[src/tmsc_params.svh]
`ifndef TMSC_PARAMS_SVH
`define TMSC_PARAMS_SVH

// Register offsets on the plain register port.
`define TMSC_OFS_MODE_CH0 4'h0
`define TMSC_OFS_MODE_CH1 4'h1
`define TMSC_OFS_MODE_CH2 4'h2
`define TMSC_OFS_SYNC 4'h3
`define TMSC_OFS_CCLR_CH0 4'h4
`define TMSC_OFS_CCLR_CH1 4'h5
`define TMSC_OFS_CCLR_CH2 4'h6
`define TMSC_OFS_STATUS 4'h7

// Field positions.
`define TMSC_BIT_BUF_PAIR 4
`define TMSC_BIT_MODE_HI 3
`define TMSC_BIT_MODE_PHASE 2
`define TMSC_SYNC_MSB 2
`define TMSC_CCLR_MSB 2

// Reset values.
`define TMSC_RST_MODE 8'h00
`define TMSC_RST_SYNC 3'h0
`define TMSC_RST_CCLR 3'h0

// Clear source code that selects clearing by another synchronised channel.
`define TMSC_CCLR_SYNC 3'h3

// Number of channels served, the width of one register and the address width.
`define TMSC_NCH 3
`define TMSC_DW 8
`define TMSC_AW 4

`endif

[src/tmsc_pkg.sv]
package tmsc_pkg;

	typedef enum logic [2:0] {
		TMSC_MODE_NORMAL,
		TMSC_MODE_PWM1,
		TMSC_MODE_PWM2,
		TMSC_MODE_PHASE1,
		TMSC_MODE_PHASE2,
		TMSC_MODE_PHASE3,
		TMSC_MODE_PHASE4,
		TMSC_MODE_RESERVED
	} tmsc_mode_t;

	typedef logic [7:0] tmsc_byte_t;

endpackage

[src/tmsc_top.sv]
`timescale 1ns/1ns
`include "tmsc_params.svh"

module tmsc_top (
	input wire logic ref_clk,
	input wire logic rst_b,
	input wire logic [3:0] reg_addr,
	input wire logic [7:0] reg_wdata,
	input wire logic reg_wr,
	input wire logic reg_rd,
	output tmsc_pkg::tmsc_byte_t reg_rdata,
	input wire logic [2:0] count_preset_req,
	input wire logic [2:0] count_clear_req,
	input wire logic reg_c_capture,
	input wire logic reg_c_compare,
	input wire logic reg_a_capture,
	input wire logic reg_a_compare,
	output logic [2:0] count_preset,
	output logic [2:0] count_clear,
	output tmsc_pkg::tmsc_mode_t mode_ch0,
	output tmsc_pkg::tmsc_mode_t mode_ch1,
	output tmsc_pkg::tmsc_mode_t mode_ch2,
	output logic buffer_pair_enable,
	output logic reg_c_capture_evt,
	output logic reg_c_compare_evt,
	output logic buf_load_a_from_c,
	output logic buf_load_c_from_a,
	output logic [2:0] sync_enable
);
	import tmsc_pkg::*;

	// Mode decode is shared by the three channels; only channel 0 of this
	// group forbids phase counting, so the caller says whether it may.
	function automatic tmsc_mode_t decode_mode(input logic [3:0] md, input logic phase_ok);
		tmsc_mode_t m;
		m = TMSC_MODE_RESERVED;
		if (md[`TMSC_BIT_MODE_HI]) begin
			m = TMSC_MODE_RESERVED;
		end else if (md[`TMSC_BIT_MODE_PHASE]) begin
			if (!phase_ok) begin
				m = TMSC_MODE_RESERVED;
			end else begin
				unique case (md[1:0])
					2'h0: m = TMSC_MODE_PHASE1;
					2'h1: m = TMSC_MODE_PHASE2;
					2'h2: m = TMSC_MODE_PHASE3;
					2'h3: m = TMSC_MODE_PHASE4;
				endcase
			end
		end else begin
			unique case (md[1:0])
				2'h0: m = TMSC_MODE_NORMAL;
				2'h1: m = TMSC_MODE_RESERVED;
				2'h2: m = TMSC_MODE_PWM1;
				2'h3: m = TMSC_MODE_PWM2;
			endcase
		end
		return m;
	endfunction

	// A macro literal cannot be indexed, so the reset image is held as a constant.
	localparam tmsc_byte_t RST_MODE = `TMSC_RST_MODE;

	// Number of channels with their sync bit set.
	function automatic logic [1:0] count_ones(input logic [2:0] v);
		return {1'b0, v[0]} + {1'b0, v[1]} + {1'b0, v[2]};
	endfunction

	logic rst_meta_reg;
	logic rst_n;

	logic buf_pair_reg;
	logic [3:0] mode0_reg;
	logic [3:0] mode1_reg;
	logic [3:0] mode2_reg;
	logic [2:0] sync_reg;
	logic [2:0] cclr0_reg;
	logic [2:0] cclr1_reg;
	logic [2:0] count_clear_source_2_reg;
	logic [2:0] last_preset_reg;
	logic [2:0] last_clear_reg;
	logic [7:0] rdata_next;
	logic wr_mode0;
	logic wr_mode1;
	logic wr_mode2;
	logic wr_sync;
	logic wr_cclr0;
	logic wr_cclr1;
	logic wr_count_clear_source_2;
	logic group_ok;
	logic group_preset;
	logic group_clear;
	logic rd_status;
	logic [2:0] clear_src [3];
	logic [2:0] preset_q;
	logic [2:0] clear_q;

	// Reset is asserted at once and released two clocks later.
	always_ff @(posedge ref_clk or negedge rst_b) begin
		if (!rst_b) begin
			rst_meta_reg <= 1'b0;
			rst_n <= 1'b0;
		end else begin
			rst_meta_reg <= 1'b1;
			rst_n <= rst_meta_reg;
		end
	end

	assign wr_mode0 = reg_wr && (reg_addr == `TMSC_OFS_MODE_CH0);
	assign wr_mode1 = reg_wr && (reg_addr == `TMSC_OFS_MODE_CH1);
	assign wr_mode2 = reg_wr && (reg_addr == `TMSC_OFS_MODE_CH2);
	assign wr_sync = reg_wr && (reg_addr == `TMSC_OFS_SYNC);
	assign wr_cclr0 = reg_wr && (reg_addr == `TMSC_OFS_CCLR_CH0);
	assign wr_cclr1 = reg_wr && (reg_addr == `TMSC_OFS_CCLR_CH1);
	assign wr_count_clear_source_2 = reg_wr && (reg_addr == `TMSC_OFS_CCLR_CH2);

	// Mode registers. Channels 1 and 2 have no buffer bit to store.
	always_ff @(posedge ref_clk or negedge rst_n) begin
		if (!rst_n) begin
			buf_pair_reg <= RST_MODE[`TMSC_BIT_BUF_PAIR];
			mode0_reg <= RST_MODE[3:0];
			mode1_reg <= RST_MODE[3:0];
			mode2_reg <= RST_MODE[3:0];
		end else begin
			if (wr_mode0) begin
				buf_pair_reg <= reg_wdata[`TMSC_BIT_BUF_PAIR];
				mode0_reg <= reg_wdata[3:0];
			end
			if (wr_mode1) begin
				mode1_reg <= reg_wdata[3:0];
			end
			if (wr_mode2) begin
				mode2_reg <= reg_wdata[3:0];
			end
		end
	end

	// Sync enables; the reserved upper bits are never stored.
	always_ff @(posedge ref_clk or negedge rst_n) begin
		if (!rst_n) begin
			sync_reg <= `TMSC_RST_SYNC;
		end else if (wr_sync) begin
			sync_reg <= reg_wdata[`TMSC_SYNC_MSB:0];
		end
	end

	// Counter clear source per channel.
	always_ff @(posedge ref_clk or negedge rst_n) begin
		if (!rst_n) begin
			cclr0_reg <= `TMSC_RST_CCLR;
			cclr1_reg <= `TMSC_RST_CCLR;
			count_clear_source_2_reg <= `TMSC_RST_CCLR;
		end else begin
			if (wr_cclr0) begin
				cclr0_reg <= reg_wdata[`TMSC_CCLR_MSB:0];
			end
			if (wr_cclr1) begin
				cclr1_reg <= reg_wdata[`TMSC_CCLR_MSB:0];
			end
			if (wr_count_clear_source_2) begin
				count_clear_source_2_reg <= reg_wdata[`TMSC_CCLR_MSB:0];
			end
		end
	end

	assign clear_src[0] = cclr0_reg;
	assign clear_src[1] = cclr1_reg;
	assign clear_src[2] = count_clear_source_2_reg;

	// A single synced channel has no partner, so the group acts only when
	// two or more channels are enabled; this keeps a lone bit harmless.
	assign group_ok = (count_ones(sync_reg) >= 2'd2);

	always_comb begin
		group_preset = group_ok && |(count_preset_req & sync_reg);
		group_clear = group_ok && |(count_clear_req & sync_reg);
	end

	for (genvar i = 0; i < `TMSC_NCH; i++) begin : g_chan
		tmsc_chan_sync u_sync (
			.ref_clk(ref_clk),
			.rst_n(rst_n),
			.sync_en(sync_reg[i]),
			.clear_src(clear_src[i]),
			.own_preset(count_preset_req[i]),
			.own_clear(count_clear_req[i]),
			.group_preset(group_preset),
			.group_clear(group_clear),
			.preset_reg(preset_q[i]),
			.clear_reg(clear_q[i])
		);
	end

	assign count_preset = preset_q;
	assign count_clear = clear_q;

	// Status keeps every preset and clear output since the last read for software; hardware sets win
	// over the clear-on-read so no event is lost.
	assign rd_status = reg_rd && (reg_addr == `TMSC_OFS_STATUS);

	always_ff @(posedge ref_clk or negedge rst_n) begin
		if (!rst_n) begin
			last_preset_reg <= 3'h0;
		end else if (rd_status) begin
			last_preset_reg <= preset_q;
		end else begin
			last_preset_reg <= last_preset_reg | preset_q;
		end
	end

	always_ff @(posedge ref_clk or negedge rst_n) begin
		if (!rst_n) begin
			last_clear_reg <= 3'h0;
		end else if (rd_status) begin
			last_clear_reg <= clear_q;
		end else begin
			last_clear_reg <= last_clear_reg | clear_q;
		end
	end

	// Decoded modes and pairing, all registered.
	always_ff @(posedge ref_clk or negedge rst_n) begin
		if (!rst_n) begin
			mode_ch0 <= TMSC_MODE_NORMAL;
			mode_ch1 <= TMSC_MODE_NORMAL;
			mode_ch2 <= TMSC_MODE_NORMAL;
			buffer_pair_enable <= 1'b0;
			sync_enable <= 3'h0;
		end else begin
			mode_ch0 <= decode_mode(mode0_reg, 1'b0);
			mode_ch1 <= decode_mode(mode1_reg, 1'b1);
			mode_ch2 <= decode_mode(mode2_reg, 1'b1);
			buffer_pair_enable <= buf_pair_reg;
			sync_enable <= sync_reg;
		end
	end

	// Register C events are swallowed while C buffers A. A compare match on A
	// reloads A from C; a capture on A pushes the old A value into C.
	always_ff @(posedge ref_clk or negedge rst_n) begin
		if (!rst_n) begin
			reg_c_capture_evt <= 1'b0;
			reg_c_compare_evt <= 1'b0;
		end else begin
			reg_c_capture_evt <= reg_c_capture & ~buf_pair_reg;
			reg_c_compare_evt <= reg_c_compare & ~buf_pair_reg;
		end
	end

	always_ff @(posedge ref_clk or negedge rst_n) begin
		if (!rst_n) begin
			buf_load_a_from_c <= 1'b0;
			buf_load_c_from_a <= 1'b0;
		end else begin
			buf_load_a_from_c <= reg_a_compare & buf_pair_reg;
			buf_load_c_from_a <= reg_a_capture & buf_pair_reg;
		end
	end

	// Read mux; unmapped offsets read as zero.
	always_comb begin
		rdata_next = 8'h00;
		unique case (reg_addr)
			`TMSC_OFS_MODE_CH0: rdata_next = {3'h0, buf_pair_reg, mode0_reg};
			`TMSC_OFS_MODE_CH1: rdata_next = {4'h0, mode1_reg};
			`TMSC_OFS_MODE_CH2: rdata_next = {4'h0, mode2_reg};
			`TMSC_OFS_SYNC: rdata_next = {5'h00, sync_reg};
			`TMSC_OFS_CCLR_CH0: rdata_next = {5'h00, cclr0_reg};
			`TMSC_OFS_CCLR_CH1: rdata_next = {5'h00, cclr1_reg};
			`TMSC_OFS_CCLR_CH2: rdata_next = {5'h00, count_clear_source_2_reg};
			`TMSC_OFS_STATUS: rdata_next = {1'b0, last_clear_reg, 1'b0, last_preset_reg};
			default: rdata_next = 8'h00;
		endcase
	end

	// Read data stand only in the cycle after the strobe.
	always_ff @(posedge ref_clk or negedge rst_n) begin
		if (!rst_n) begin
			reg_rdata <= 8'h00;
		end else if (reg_rd) begin
			reg_rdata <= rdata_next;
		end else begin
			reg_rdata <= 8'h00;
		end
	end

endmodule

[src/tmsc_chan_sync.sv]
`timescale 1ns/1ns
`include "tmsc_params.svh"

// One channel's share of synchronous presetting and clearing.
module tmsc_chan_sync (
	input wire logic ref_clk,
	input wire logic rst_n,
	input wire logic sync_en,
	input wire logic [2:0] clear_src,
	input wire logic own_preset,
	input wire logic own_clear,
	input wire logic group_preset,
	input wire logic group_clear,
	output logic preset_reg,
	output logic clear_reg
);
	import tmsc_pkg::*;

	logic preset_next;
	logic clear_next;

	always_comb begin
		// A channel outside the group sees only its own preset and clear.
		preset_next = own_preset | (sync_en & group_preset);
		clear_next = own_clear
			| (sync_en & (clear_src == `TMSC_CCLR_SYNC) & group_clear);
	end

	always_ff @(posedge ref_clk or negedge rst_n) begin
		if (!rst_n) begin
			preset_reg <= 1'b0;
			clear_reg <= 1'b0;
		end else begin
			preset_reg <= preset_next;
			clear_reg <= clear_next;
		end
	end

endmodule

[config.mk]
export PLATFORM = sky130hd
export DESIGN_NAME = tmsc_top
export DESIGN_NICKNAME = d
export VERILOG_FILES = /design/src/tmsc_pkg.sv /design/src/tmsc_top.sv /design/src/tmsc_chan_sync.sv
export VERILOG_INCLUDE_DIRS = /design/src
export SDC_FILE = /design/constraint.sdc
export NUM_CORES = 1
export LEC_CHECK = 0
export BUFFER_PORTS_ARGS = -buffer_cell sky130_fd_sc_hd__buf_4
export CORE_MARGIN = 2
export CORE_UTILIZATION = 50
export CTS_CLUSTER_DIAMETER = 60
export DETAILED_ROUTE_END_ITERATION = 7
export GPL_TIMING_DRIVEN = 0
export PLACE_DENSITY_LB_ADDON = 0.3
export SLEW_MARGIN = 20
export SYNTH_ARGS = -nofsm -noshare
export SYNTH_HDL_FRONTEND = slang
export SYNTH_SLANG_ARGS = --single-unit
[constraint.sdc]
create_clock -name ref_clk -period 3.02 [get_ports ref_clk]
set_input_delay 0.604 -clock ref_clk [delete_from_list [all_inputs] [get_ports ref_clk]]
set_output_delay 0.604 -clock ref_clk [all_outputs]
set_load 0.01 [all_outputs]
# After elaboration in Yosys (flattened, before gate mapping)
# Index checks and enable logic that the tools add are counted.
# Widths: inputs -> output; s select.
dict set report word_totals {
  reg_bits 64
  latch_bits 0
  mem_bits_rw 0
  romBits 0
  in_bits 26
  out_inout_bits 31
  wordCells 105
  memories 0
}
dict set report op_classes {
  n_addsub 2
  mul 0
  div_mod_pow 0
  n_lt_le_gt_ge 1
  n_eq_ne 19
  shifts 0
  mux 15
  bitwise 24
  n_reduce_logical 16
}
# op n
set ops {}
lappend ops {{$pmux 3 s4} 5}
lappend ops {{$pmux 7 s8} 1}
lappend ops {{$mux 3} 8}
lappend ops {{$eq 4x3->1 const B} 4}
lappend ops {{$and 1x1->1} 13}
lappend ops {{$eq 2x2->1 const B} 6}
lappend ops {{$logic_and 1x1->1} 10}
lappend ops {{$eq 3x2->1 const B} 3}
lappend ops {{$eq 4x2->1 const B} 2}
lappend ops {{$mux 8} 1}
lappend ops {{$and 3x3->3} 2}
lappend ops {{$eq 2x1->1 const B} 3}
lappend ops {{$logic_not 2->1} 3}
lappend ops {{$or 1x1->1} 6}
lappend ops {{$or 3x3->3} 2}
lappend ops {{$reduce_or 3->1} 2}
lappend ops {{$eq 4x1->1 const B} 1}
lappend ops {{$logic_not 4->1} 1}
lappend ops {{$add 1x1->2} 1}
lappend ops {{$add 2x1->2} 1}
lappend ops {{$ge 2x2->1 const B} 1}
lappend ops {{$not 1->1} 1}

# Depth between registers and ports, before layout
# Gate-level depths: netlist of the first run.
dict set report logic_depth {
  word_depth 6
  depth_mapped 5
  mapped_depth_nobuf 5
}

# Cells and area by module
# A second synthesis of the first run with hierarchy kept.
dict set report unflattened {
  cells_unflattened 215
  hier_area_um2 2752.6
}
# mod n_inst cells_each area_each_um2 seq_area_each_um2
set by_module_without_submodules {}
lappend by_module_without_submodules {tmsc_top 1 200 2531.2 1426.4}
lappend by_module_without_submodules {tmsc_chan_sync 3 5 73.8 50.0}

# Least setup slack after synthesis of the first run
# No wires, ideal clock.
dict set report synth_timing {
  path_kind {input -> register}
  start {in reg_addr[3]}
  end {reg cclr1_reg[0]}
  setup_time_ns 0.125
  arrival_ns 1.518
  t_required_ns 2.895
  setup_slack_ns 1.377
  stages 4
  path_buffers 1
  cell_sequence {buf_6 -> nand3b_1 -> nor3b_2 -> mux2_2}
}
dict set report synth_between {
  elab_chain_cells 2
}
# item line_no
set synth_rtl {}
lappend synth_rtl {{from (decl)} tmsc_top.sv:7} ;# input wire logic [3:0] reg_addr,
lappend synth_rtl {{$eq 4x3->1} --}
lappend synth_rtl {{$logic_and 1x1->1} tmsc_top.sv:114} ;# assign wr_cclr1 = reg_wr && (reg_addr == `TMSC_OFS_CCLR_CH1);
lappend synth_rtl {{to (signal assigned)} tmsc_top.sv:151} ;# cclr1_reg <= `TMSC_RST_CCLR;
lappend synth_rtl {{to (signal assigned)} tmsc_top.sv:158} ;# cclr1_reg <= reg_wdata[`TMSC_CCLR_MSB:0];
lappend synth_rtl {{to (decl)} tmsc_top.sv:78} ;# logic [2:0] cclr1_reg;
# Every way passes these cells.
# A chain may end at the register's enable or synchronous reset.

# Final worst setup path of the first run
dict set report layout_timing {
  start {reg g_chan[0].u_sync.clear_reg}
  end {out count_clear[0]}
}
# item line_no
set layout_lines {}
lappend layout_lines {{from (decl)} tmsc_chan_sync.sv:15} ;# output logic clear_reg
lappend layout_lines {{from (signal assigned)} tmsc_chan_sync.sv:35} ;# clear_reg <= clear_next;
lappend layout_lines {{to (decl)} tmsc_top.sv:19} ;# output logic [2:0] count_clear,
# No word-level cell between the ends.

==> impl_metrics.ini, run 1 <==
[clock_network]
cts.root.buffer_cell = clkbuf_8
clk_pin_slew_ns = 0.06
cts_tree = done
clk_latency_ns = 0.33
clock_path_buffers = 2
cts_resized = 0
cts_hold_buf = 0
cts_sinks = 63
cts_made_buffers = 9
postCtsSetupRepairBufs = 0
htree_levels = 3

[timing]
setup-violations-final = 0
clock.fmax_mhz = 633
slew_headroom_pct = 65.9
min_period_over_period_pct = 52.3
rsz0062_at_grt = no
fin_skew_ns = 0.00637
worstMarginPinSlew_ns = 0.505
tns_ns = 0
hold_viol = 0
min_period_ns = 1.58
slew_violations = 0

[synth]
netlist_instances = 223
synth-simple-area-share_pct = 13.6
ys_warn_count = 0
synth_adder_area_share_pct = 4.87
synth_compound_area_share_pct = 9.44
ys_async_sr_fraction_pct = 100
ys_ff_latch = 63
synth_top_family_by_area = simple AND/OR/NAND/NOR gates
yosysSeqAreaShare_pct = 55.8
synth-xor-area-share_pct = 0
synth_nets = 260
avgSynthCellArea_um2 = 12.7
muxShareOfSynthArea_pct = 11.2
synth_area_um2 = 2820
synthFlopType = dfrtp_1
synth_edf_count = 0
synth_cell_types = 35

[global_routing]
grt_overflow_total = 0
grt_pass1_vias = 1898
grt_usage_pct = 20.1
grt_max_degree = 33
grt_pass1_wl_mm = 9.36
antenna_found_initial = 0

[critical_path]
worst-r2r-setup-slack_ns = 1.53
crit_path_end_kind = primary output
crit_slowest_cell = dfrtp_1
cpLargestDelayFamily = flip-flops
crit_chain = buf_4, buf_4
crit_required_ns = 2.42
crit_path_max_incr_delay_ns = 0.39
worstPathArrival_ns = 0.98
start_kind = register
critPathBufInv = 2
crit_top_cell = buf_4
path_class = reg -> out
critPathMaxFanout = 2

[layout]
regMostFlops = reg_rdata
stdcell_area_um2 = 3540
largest_reg_flops = 7
area_delta_synth_final_pct = 25.5
final_nets = 321
antenna_cells = 0
fin_util_pct = 64.8
drive_gt1_share_pct = 37.7

[run]
drv_cap = 0

[drt]
drtIter0Drc = 111
vias_per_cell = 5.33
wirelength_mm = 5.54
wl_per_cell_um = 15.3
drtPass1Iterations = 4
dr_total_vias = 1925
antenna_left = 0
drcViolationCount = 0

[pwr]
seq_power_share_pct = 45.3
pwr-share-comb_pct = 19.1
clkPwrFrac_pct = 35.5
leakagePower_nw = 1.69
power_density_nw_per_um2 = 698
vdd_drop_max_uv = 405
internal_power_mw = 1.84
swShare_pct = 25.7
power.switching_uw = 636

[status]
status = finished clean

[placement]
placed_cell_area_um2 = 3310
port-buffer-count = 49
dpl.hpwl_mm = 4.01
gp_congestion = 0.846

[floorplan]
die_w_um = 79.2
rows = 27
start_util_pct = 51.6
die-area_um2 = 6260
core_um2 = 5470
die_y_um = 79.2
ioPinCount = 57

[worst_hold_path]
hold_class = in -> async
final timing paths:
path	start	endpoint	cells past startpoint
max	g_chan[0].u_sync.clear_reg	count_clear[0]	2
min	rst_b	rst_n	1
max reg2reg	sync_reg[0]	g_chan[0].u_sync.clear_reg	4
min reg2reg	rst_n	sync_reg[1]	0
max in group asynchronous	rst_n	reg_rdata[1]	1
min in group ref_clk	rst_meta_reg	rst_n	0
power by group through the flow:
stage | Combinational, mW | Sequential [mW] | Clock, mW
CTS | 0.481 | 1.12 | 0.896
floorplan | 0.252 | 1.14 | 0
finish | 0.473 | 1.12 | 0.879
global route | 0.532 | 1.15 | 0.939
global placement | 0.452 | 1.14 | 0
detailed placement | 0.477 | 1.14 | 0
per-stage QoR:
step | instances | setup slack [ns] | hold WS [ns] | power, mW
floorplan | 223 | 1.14 | 0.308 | 1.39
global route | 361 | 1.38 | 0.0154 | 2.62
CTS | 361 | 1.42 | 0.0238 | 2.50
global placement | 344 | 0.537 | 0.338 | 1.59
detailed placement | 345 | 1.22 | 0.271 | 1.62
finish | 361 | 1.44 | 0.0392 | 2.47
cell families (layout without fill, tap and decap cells):
group,after synthesis,count (layout)
simple gates,60,60
other cells,2,2
mux,28,28
compound gates,36,36
flops,63,63
buf+inv,23,89
fa+ha+maj,11,11
Yosys cell counts, types with 6 or more instances:
cell type / n / area share [%]
a21o_1: 10 / 2.7
and3b_1: 7 / 2.2
buf_4: 7 / 1.9
dfrtp_1: 63 / 56
ha_1: 11 / 4.9
inv_1: 9 / 1.2
mux2_2: 28 / 11
nand2_1: 9 / 1.2
nor2_1: 10 / 1.3
nor2b_1: 6 / 1.3
o21ai_0: 8 / 1.4
routing by layer:
layer | vias to the layer above | global-route usage, % | wire length (µm)
met3 | 9 | 5.45 | 278
met1 | 956 | 27.1 | 2580
met5 | - | 0 | 0
li1 | 910 | - | -
met2 | 50 | 29.7 | 2570
met4 | 0 | 10.7 | 111
cell type report:
| type | count | area, µm² |
|---|---|---|
| Sequential cell | 63 | 1580 |
| Fill cell | 447 | 1930 |
| Clock inverter | 3 | 90.1 |
| Tap cell | 72 | 90.1 |
| Multi-Input combinational cell | 137 | 1110 |
| Buffer | 14 | 103 |
| Timing Repair Buffer | 50 | 388 |
| Clock buffer | 13 | 149 |
| Inverter | 9 | 33.8 |
cell usage in the layout, fill, tap and decap left out, types with 2 or more instances in the layout:
cell type  netlist  layout
a21o_1          10      10
a21oi_1          2       2
a222oi_1         5       5
a31oi_1          3       3
a41o_1           3       3
and2_1           2       2
and3_1           4       4
and3b_1          7       7
buf_4            7      56
buf_6            3       3
bufinv_16        0       3
clkbuf_1         3       6
clkbuf_8         0      10
conb_1           2       2
dfrtp_1         63      62
ha_1            11      11
inv_1            9       9
mux2_2          28      28
nand2_1          9       9
nand3_1          2       2
nand3b_1         4       4
nand4_1          2       2
nor2_1          10      10
nor2b_1          6       6
nor3b_1          5       5
nor3b_2          3       3
o211ai_1         2       2
o21ai_0          8       8
o31ai_1          2       2
Power figures use the tool's default switching activity.
==> inputs of run 2 (changes only) <==
--- a/config.mk
+++ b/config.mk
@@ -8,7 +8,7 @@
 export LEC_CHECK = 0
 export BUFFER_PORTS_ARGS = -buffer_cell sky130_fd_sc_hd__buf_4
 export CORE_MARGIN = 2
-export CORE_UTILIZATION = 50
+export CORE_UTILIZATION = 49
 export CTS_CLUSTER_DIAMETER = 60
 export DETAILED_ROUTE_END_ITERATION = 7
 export GPL_TIMING_DRIVEN = 0
==> constraint.sdc (replaced) <==
create_clock -name ref_clk -period 1.4 [get_ports ref_clk]
set_input_delay 0.28 -clock ref_clk [delete_from_list [all_inputs] [get_ports ref_clk]]
set_output_delay 0.28 -clock ref_clk [all_outputs]
set_load 0.01 [all_outputs]
==> impl_metrics.ini, run 2 (synthesized netlist as in run 1, its figures left out) <==
[status]
status = finished clean

[critical_path]
rr_worst_depth = 4
start_kind = register
worst-r2r-setup-slack_ns = 0.02
crit_required_ns = 1.60
rr_endpoint = reg_rdata[0]
crit_path_end_kind = register
path_class = reg -> reg
reg2reg_from = sync_reg[0]
worstPathArrival_ns = 1.57
critPathMaxFanout = 4

[clock_network]
htree_levels = 3
clk_pin_slew_ns = 0.07
cts_sinks = 63
cts.root.buffer_cell = clkbuf_8
clk_latency_ns = 0.33
cts_tree = done
clock_path_buffers = 2
cts_made_buffers = 9

[run]
drv_cap = 0

[drt]
drtPass1Iterations = 5
antenna_left = 0
drtIter0Drc = 160
drcViolationCount = 0
dr_total_vias = 1941
wl_per_cell_um = 15.5
wirelength_mm = 5.69
vias_per_cell = 5.29

[floorplan]
die_w_um = 79.9
start_util_pct = 51.0
die_y_um = 79.9
rows = 27
core_um2 = 5540
die-area_um2 = 6390
ioPinCount = 57

[layout]
multi_input_area_um2 = 1120
drive_gt1_share_pct = 40.7
n_fill_cell = 437
antenna_cells = 0
final_common_cell = buf_4
final_nets = 327
final_cell_mix = 62 x buf_4, 59 x dfrtp_1, 28 x mux2_2
regMostFlops = reg_rdata
largest_reg_flops = 7
seq_area_um2 = 1580
area_delta_synth_final_pct = 25.6

[global_routing]
grt_usage_pct = 19.4
grt_pass1_vias = 1837
antenna_found_initial = 0
grt_pass1_wl_mm = 9.10
grt_overflow_total = 0
grt_use_met3_pct = 4.19
grt_util_met2_pct = 29.3
busiest_layer = met2
grt_max_degree = 62
met1_usage_pct = 26.4

[pwr]
leakagePower_nw = 1.69
vdd_drop_max_uv = 796
power_density_nw_per_um2 = 1430

[timing]
clock.fmax_mhz = 725
hold_viol = 0
tns_ns = 0
worstMarginPinSlew_ns = 0.758
min_period_ns = 1.38
slew_headroom_pct = 49.5
min_period_over_period_pct = 98.6
setup-violations-final = 0
hold_ws_ns = 0.136
slew_violations = 0
fin_skew_ns = 0.00767

[placement]
gp_congestion = 0.850
dpl.hpwl_mm = 3.97
port-buffer-count = 49

[worst_hold_path]
hold_class = in -> reg
hold_end = g_chan[0].u_sync.preset_reg
holdPathStages = 2
hp-start = count_preset_req[0]
run 2: cell count changes in the layout (fill, tap and decap cells not counted), sizes merged:
cell         delta
clkinvlp        +1
buf             +5
bufinv          -2
dlygate4sd3     +1
clkinv          +1
run 2: repair_timing:
action                                 CTS  global route
endpoints found under the hold margin    2             0
hold buffers                             1             0
setup endpoints to repair                3             5
pin swaps                                0             6
buffers inserted                         3             3
resized for setup                        3             3
run 2: stage by stage:
stage                     util (%)  total power [mW]  instance area, µm²  std cells  setup WS [ns]
final                         64.0              5.06                3550        367         0.0202
after global routing          64.0              5.35                3550        367       -0.00284
after CTS                     63.5              5.06                3520        364         0.0212
after detailed placement      59.3              3.48                3290        344        -0.0824
after global placement        59.3              3.43                3280        344        -0.0657
after floorplan                  -              3.01                2830        223         0.0811
run 2: cell type report:
cell class                 instances  share of cell area (%)
buffer                            14                    2.89
clock buffer                      13                    4.20
clock inverter                     3                    1.20
inverter                           9                   0.952
multi-input combinational        137                    31.6
sequential                        63                    44.7
tap                               72                    2.54
timing repair buffer              56                    11.9
run 2: layer usage:
metal  part of all wire [%]  routed length (µm)  vias to the layer above
li1                       -                   -                      928
met1                     43                2470                      946
met2                     49                2810                       63
met3                    6.3                 356                        4
met4                   0.86                  49                        0
met5                      0                   0                        -
run 2: worst max path at each step:
| stage | from | slack [ns] | endpoint | cells past startpoint |
|---|---|---|---|---|
| detailed placement | reg_addr[3] | -0.08 | sync_reg[0] | 4 |
| global placement | sync_reg[0] | -0.07 | g_chan[0].u_sync.clear_reg | 4 |
| finish | sync_reg[0] | 0.02 | reg_rdata[0] | 4 |
| floorplan | reg_addr[3] | 0.08 | cclr1_reg[0] | 4 |
| CTS | sync_reg[0] | 0.02 | g_chan[0].u_sync.clear_reg | 4 |
| global route | sync_reg[0] | -0.003 | g_chan[1].u_sync.preset_reg | 4 |
run 2: power by group:
part	internal, mW	total [mW]	leakage, nW	switching, mW
Combinational	0.638	1.11	0.848	0.468
Clock	0.870	1.52	0.0936	0.650
Sequential	2.15	2.43	0.744	0.277
run 2: critical path, stage by stage (launching register included):
cell      delay (ns)
dfrtp_2         0.43
buf_4           0.15
buf_4           0.13
a222oi_1        0.37
a31oi_1         0.16
==> inputs of run 3 (changes only) <==
--- a/config.mk
+++ b/config.mk
@@ -6,10 +6,12 @@
 export SDC_FILE = /design/constraint.sdc
 export NUM_CORES = 1
 export LEC_CHECK = 0
+export ABC_AREA = 1
 export BUFFER_PORTS_ARGS = -buffer_cell sky130_fd_sc_hd__buf_4
 export CORE_MARGIN = 2
 export CORE_UTILIZATION = 49
 export CTS_CLUSTER_DIAMETER = 60
+export CTS_CLUSTER_SIZE = 14
 export DETAILED_ROUTE_END_ITERATION = 7
 export GPL_TIMING_DRIVEN = 0
 export PLACE_DENSITY_LB_ADDON = 0.3
==> impl_metrics.ini, run 3 <==
[critical_path]
critPathLaunch = sync_reg[2]
crit_path_max_incr_delay_ns = 0.47
crit_chain = ha_1, a21o_1, a31o_2
worstPathArrival_ns = 1.59
worst-r2r-setup-slack_ns = 0.03
critPathMaxFanout = 6
crit_path_end_kind = register
crit_required_ns = 1.62
start_kind = register
path_class = reg -> reg
crit_slowest_cell = dfrtp_1
reg2reg_from = sync_reg[2]

[floorplan]
die-area_um2 = 6330
start_util_pct = 50.8
die_y_um = 79.6
rows = 27
core_um2 = 5510
die_w_um = 79.6
ioPinCount = 57

[timing]
slew_headroom_pct = 49.6
hold_ws_ns = 0.132
min_period_ns = 1.37
rsz0062_at_grt = no
min_period_over_period_pct = 97.6
worstMarginPinSlew_ns = 0.755
fin_skew_ns = 0.00736
hold_viol = 0
slew_violations = 0
layout_setup_ws_ns = 0.0338
clock.fmax_mhz = 732
setup-violations-final = 0

[layout]
final_nets = 397
regMostFlops = reg_rdata
final_cell_mix = 64 x nand2_1, 61 x dfrtp_1, 60 x buf_4
antenna_cells = 0
stdcell_count = 437
drive_gt1_share_pct = 26.8
largest_reg_flops = 7
area_delta_synth_final_pct = 26.2
final_common_cell = nand2_1

[synth]
netlist_instances = 297
yosys.area.top_type_share_pct = 56.3
avgSynthCellArea_um2 = 9.42
netlist_top_cells_area = dfrtp_1 56%, nand2_1 8.6%, nand3_1 5.0%, ha_1 4.9%, inv_1 4.2%
yosysMostFrequentCell = nand2_1
ys_async_sr_fraction_pct = 100
synth_top_cell_by_area = dfrtp_1
ys_top_cells_by_count = 64 x nand2_1, 63 x dfrtp_1, 31 x inv_1
synthFlopType = dfrtp_1
ys_ff_latch = 63
synth_nets = 334
synth_cell_types = 24
yosysSeqAreaShare_pct = 56.3
synth_edf_count = 0
synth_area_um2 = 2800
ys_warn_count = 0

[drt]
wl_per_cell_um = 13.1
antenna_left = 0
wirelength_mm = 5.71
vias_per_cell = 4.97
drtPass1Iterations = 4
drcViolationCount = 0
dr_total_vias = 2170
drtIter0Drc = 130

[worst_hold_path]
hold_class = in -> reg
hp-start = reg_a_compare

[clock_network]
clk_pin_slew_ns = 0.07
cts_sinks = 63
cts_tree = done
cts.root.buffer_cell = clkbuf_8
htree_levels = 3
cts_made_buffers = 9
clock_path_buffers = 2
clk_latency_ns = 0.34

[pwr]
power_density_nw_per_um2 = 1470
leakagePower_nw = 1.81
power_mw = 5.21
vdd_drop_max_uv = 750

[global_routing]
antenna_found_initial = 0
grt_usage_pct = 19.5
grt_pass1_vias = 2026
grt_pass1_wl_mm = 9.29
grt_max_degree = 62
grt_overflow_total = 0

[placement]
place_inst = 420
port-buffer-count = 51
gp_congestion = 0.841
dpl.hpwl_mm = 4.18
dp_slack_ns = 0.0119

[run]
drv_cap = 0

[status]
status = finished clean
## run 3: cell count changes after synthesis, moves of 7 or more
cell     before  now
nand3_1       2   28
o21ai_0       8   23
and3b_1       7    0
mux2_2       28    0
o21ai_1       0    8
nand2_1       9   64
inv_1         9   31
## run 3: stage by stage
stage	utilization [%]	TNS, ns	cell area (µm²)
detailed placement	59.5	0	3280
global route	64.2	0	3530
CTS	64.1	0	3530
floorplan	-	0	2800
finish	64.2	0	3530
global placement	59.4	-1.01	3270
## run 3: cell families (layout without fill, tap and decap cells)
| kind of cell | after synthesis | count (layout) | share of synthesized area [%] |
|---|---|---|---|
| DFF | 63 | 63 | 56.3 |
| adders and majority gates | 11 | 11 | 4.92 |
| other | 2 | 2 | 0.268 |
| and+or+nand+nor | 123 | 123 | 20.3 |
| buffers and inverters | 45 | 113 | 7.29 |
| AOI/OAI and AO/OA | 53 | 53 | 11.0 |
## run 3: path summary, 6_finish.rpt
check	end	depth (start not counted)
max	g_chan[1].u_sync.clear_reg	3
min	buf_load_a_from_c	3
max reg2reg	g_chan[1].u_sync.clear_reg	3
min reg2reg	rst_n	0
max in group asynchronous	sync_reg[0]	0
min in group asynchronous	rst_n	2
## run 3: where the power goes
group / leakage [nW] / total [mW] / internal, mW / switching [mW]
Combinational: 0.933 / 0.897 / 0.448 / 0.449
Sequential: 0.764 / 2.40 / 2.13 / 0.275
Clock: 0.116 / 1.91 / 1.23 / 0.678
Total: 1.81 / 5.21 / 3.80 / 1.40
## run 3: cell type report
class	count	area, µm²
fillers	459	1970
flip-flops and latches	63	1580
multi-input cells	189	1020
repair buffers	52	393
clock buffers	11	141
inverters	35	131
clock inverters	5	105
well taps	72	90.1
plain buffers	10	72.6
## run 3: timing repair
item,CTS,global route
setup endpoints to repair,0,4
setup buffers,0,0
resized for setup,0,1
hold buffers,1,0
hold endpoints to repair,2,0
## run 3: per-layer routing
layer  GRT usage, %  share of wire (%)  vias to the layer above  wire length [µm]
met2           31.8                 51                       55              2890
met1           25.0                 43                     1020              2450
met4           9.14                1.3                        0                76
met3           3.96                5.1                        9               292
met5              0                  0                        -                 0
li1               -                  -                     1086                 -
## run 3: critical path: cells and delay by family, from the launching register on
family	cells	cell delay (ns)
compound gates	2	0.48
flops	1	0.47
fa+ha+maj	1	0.31
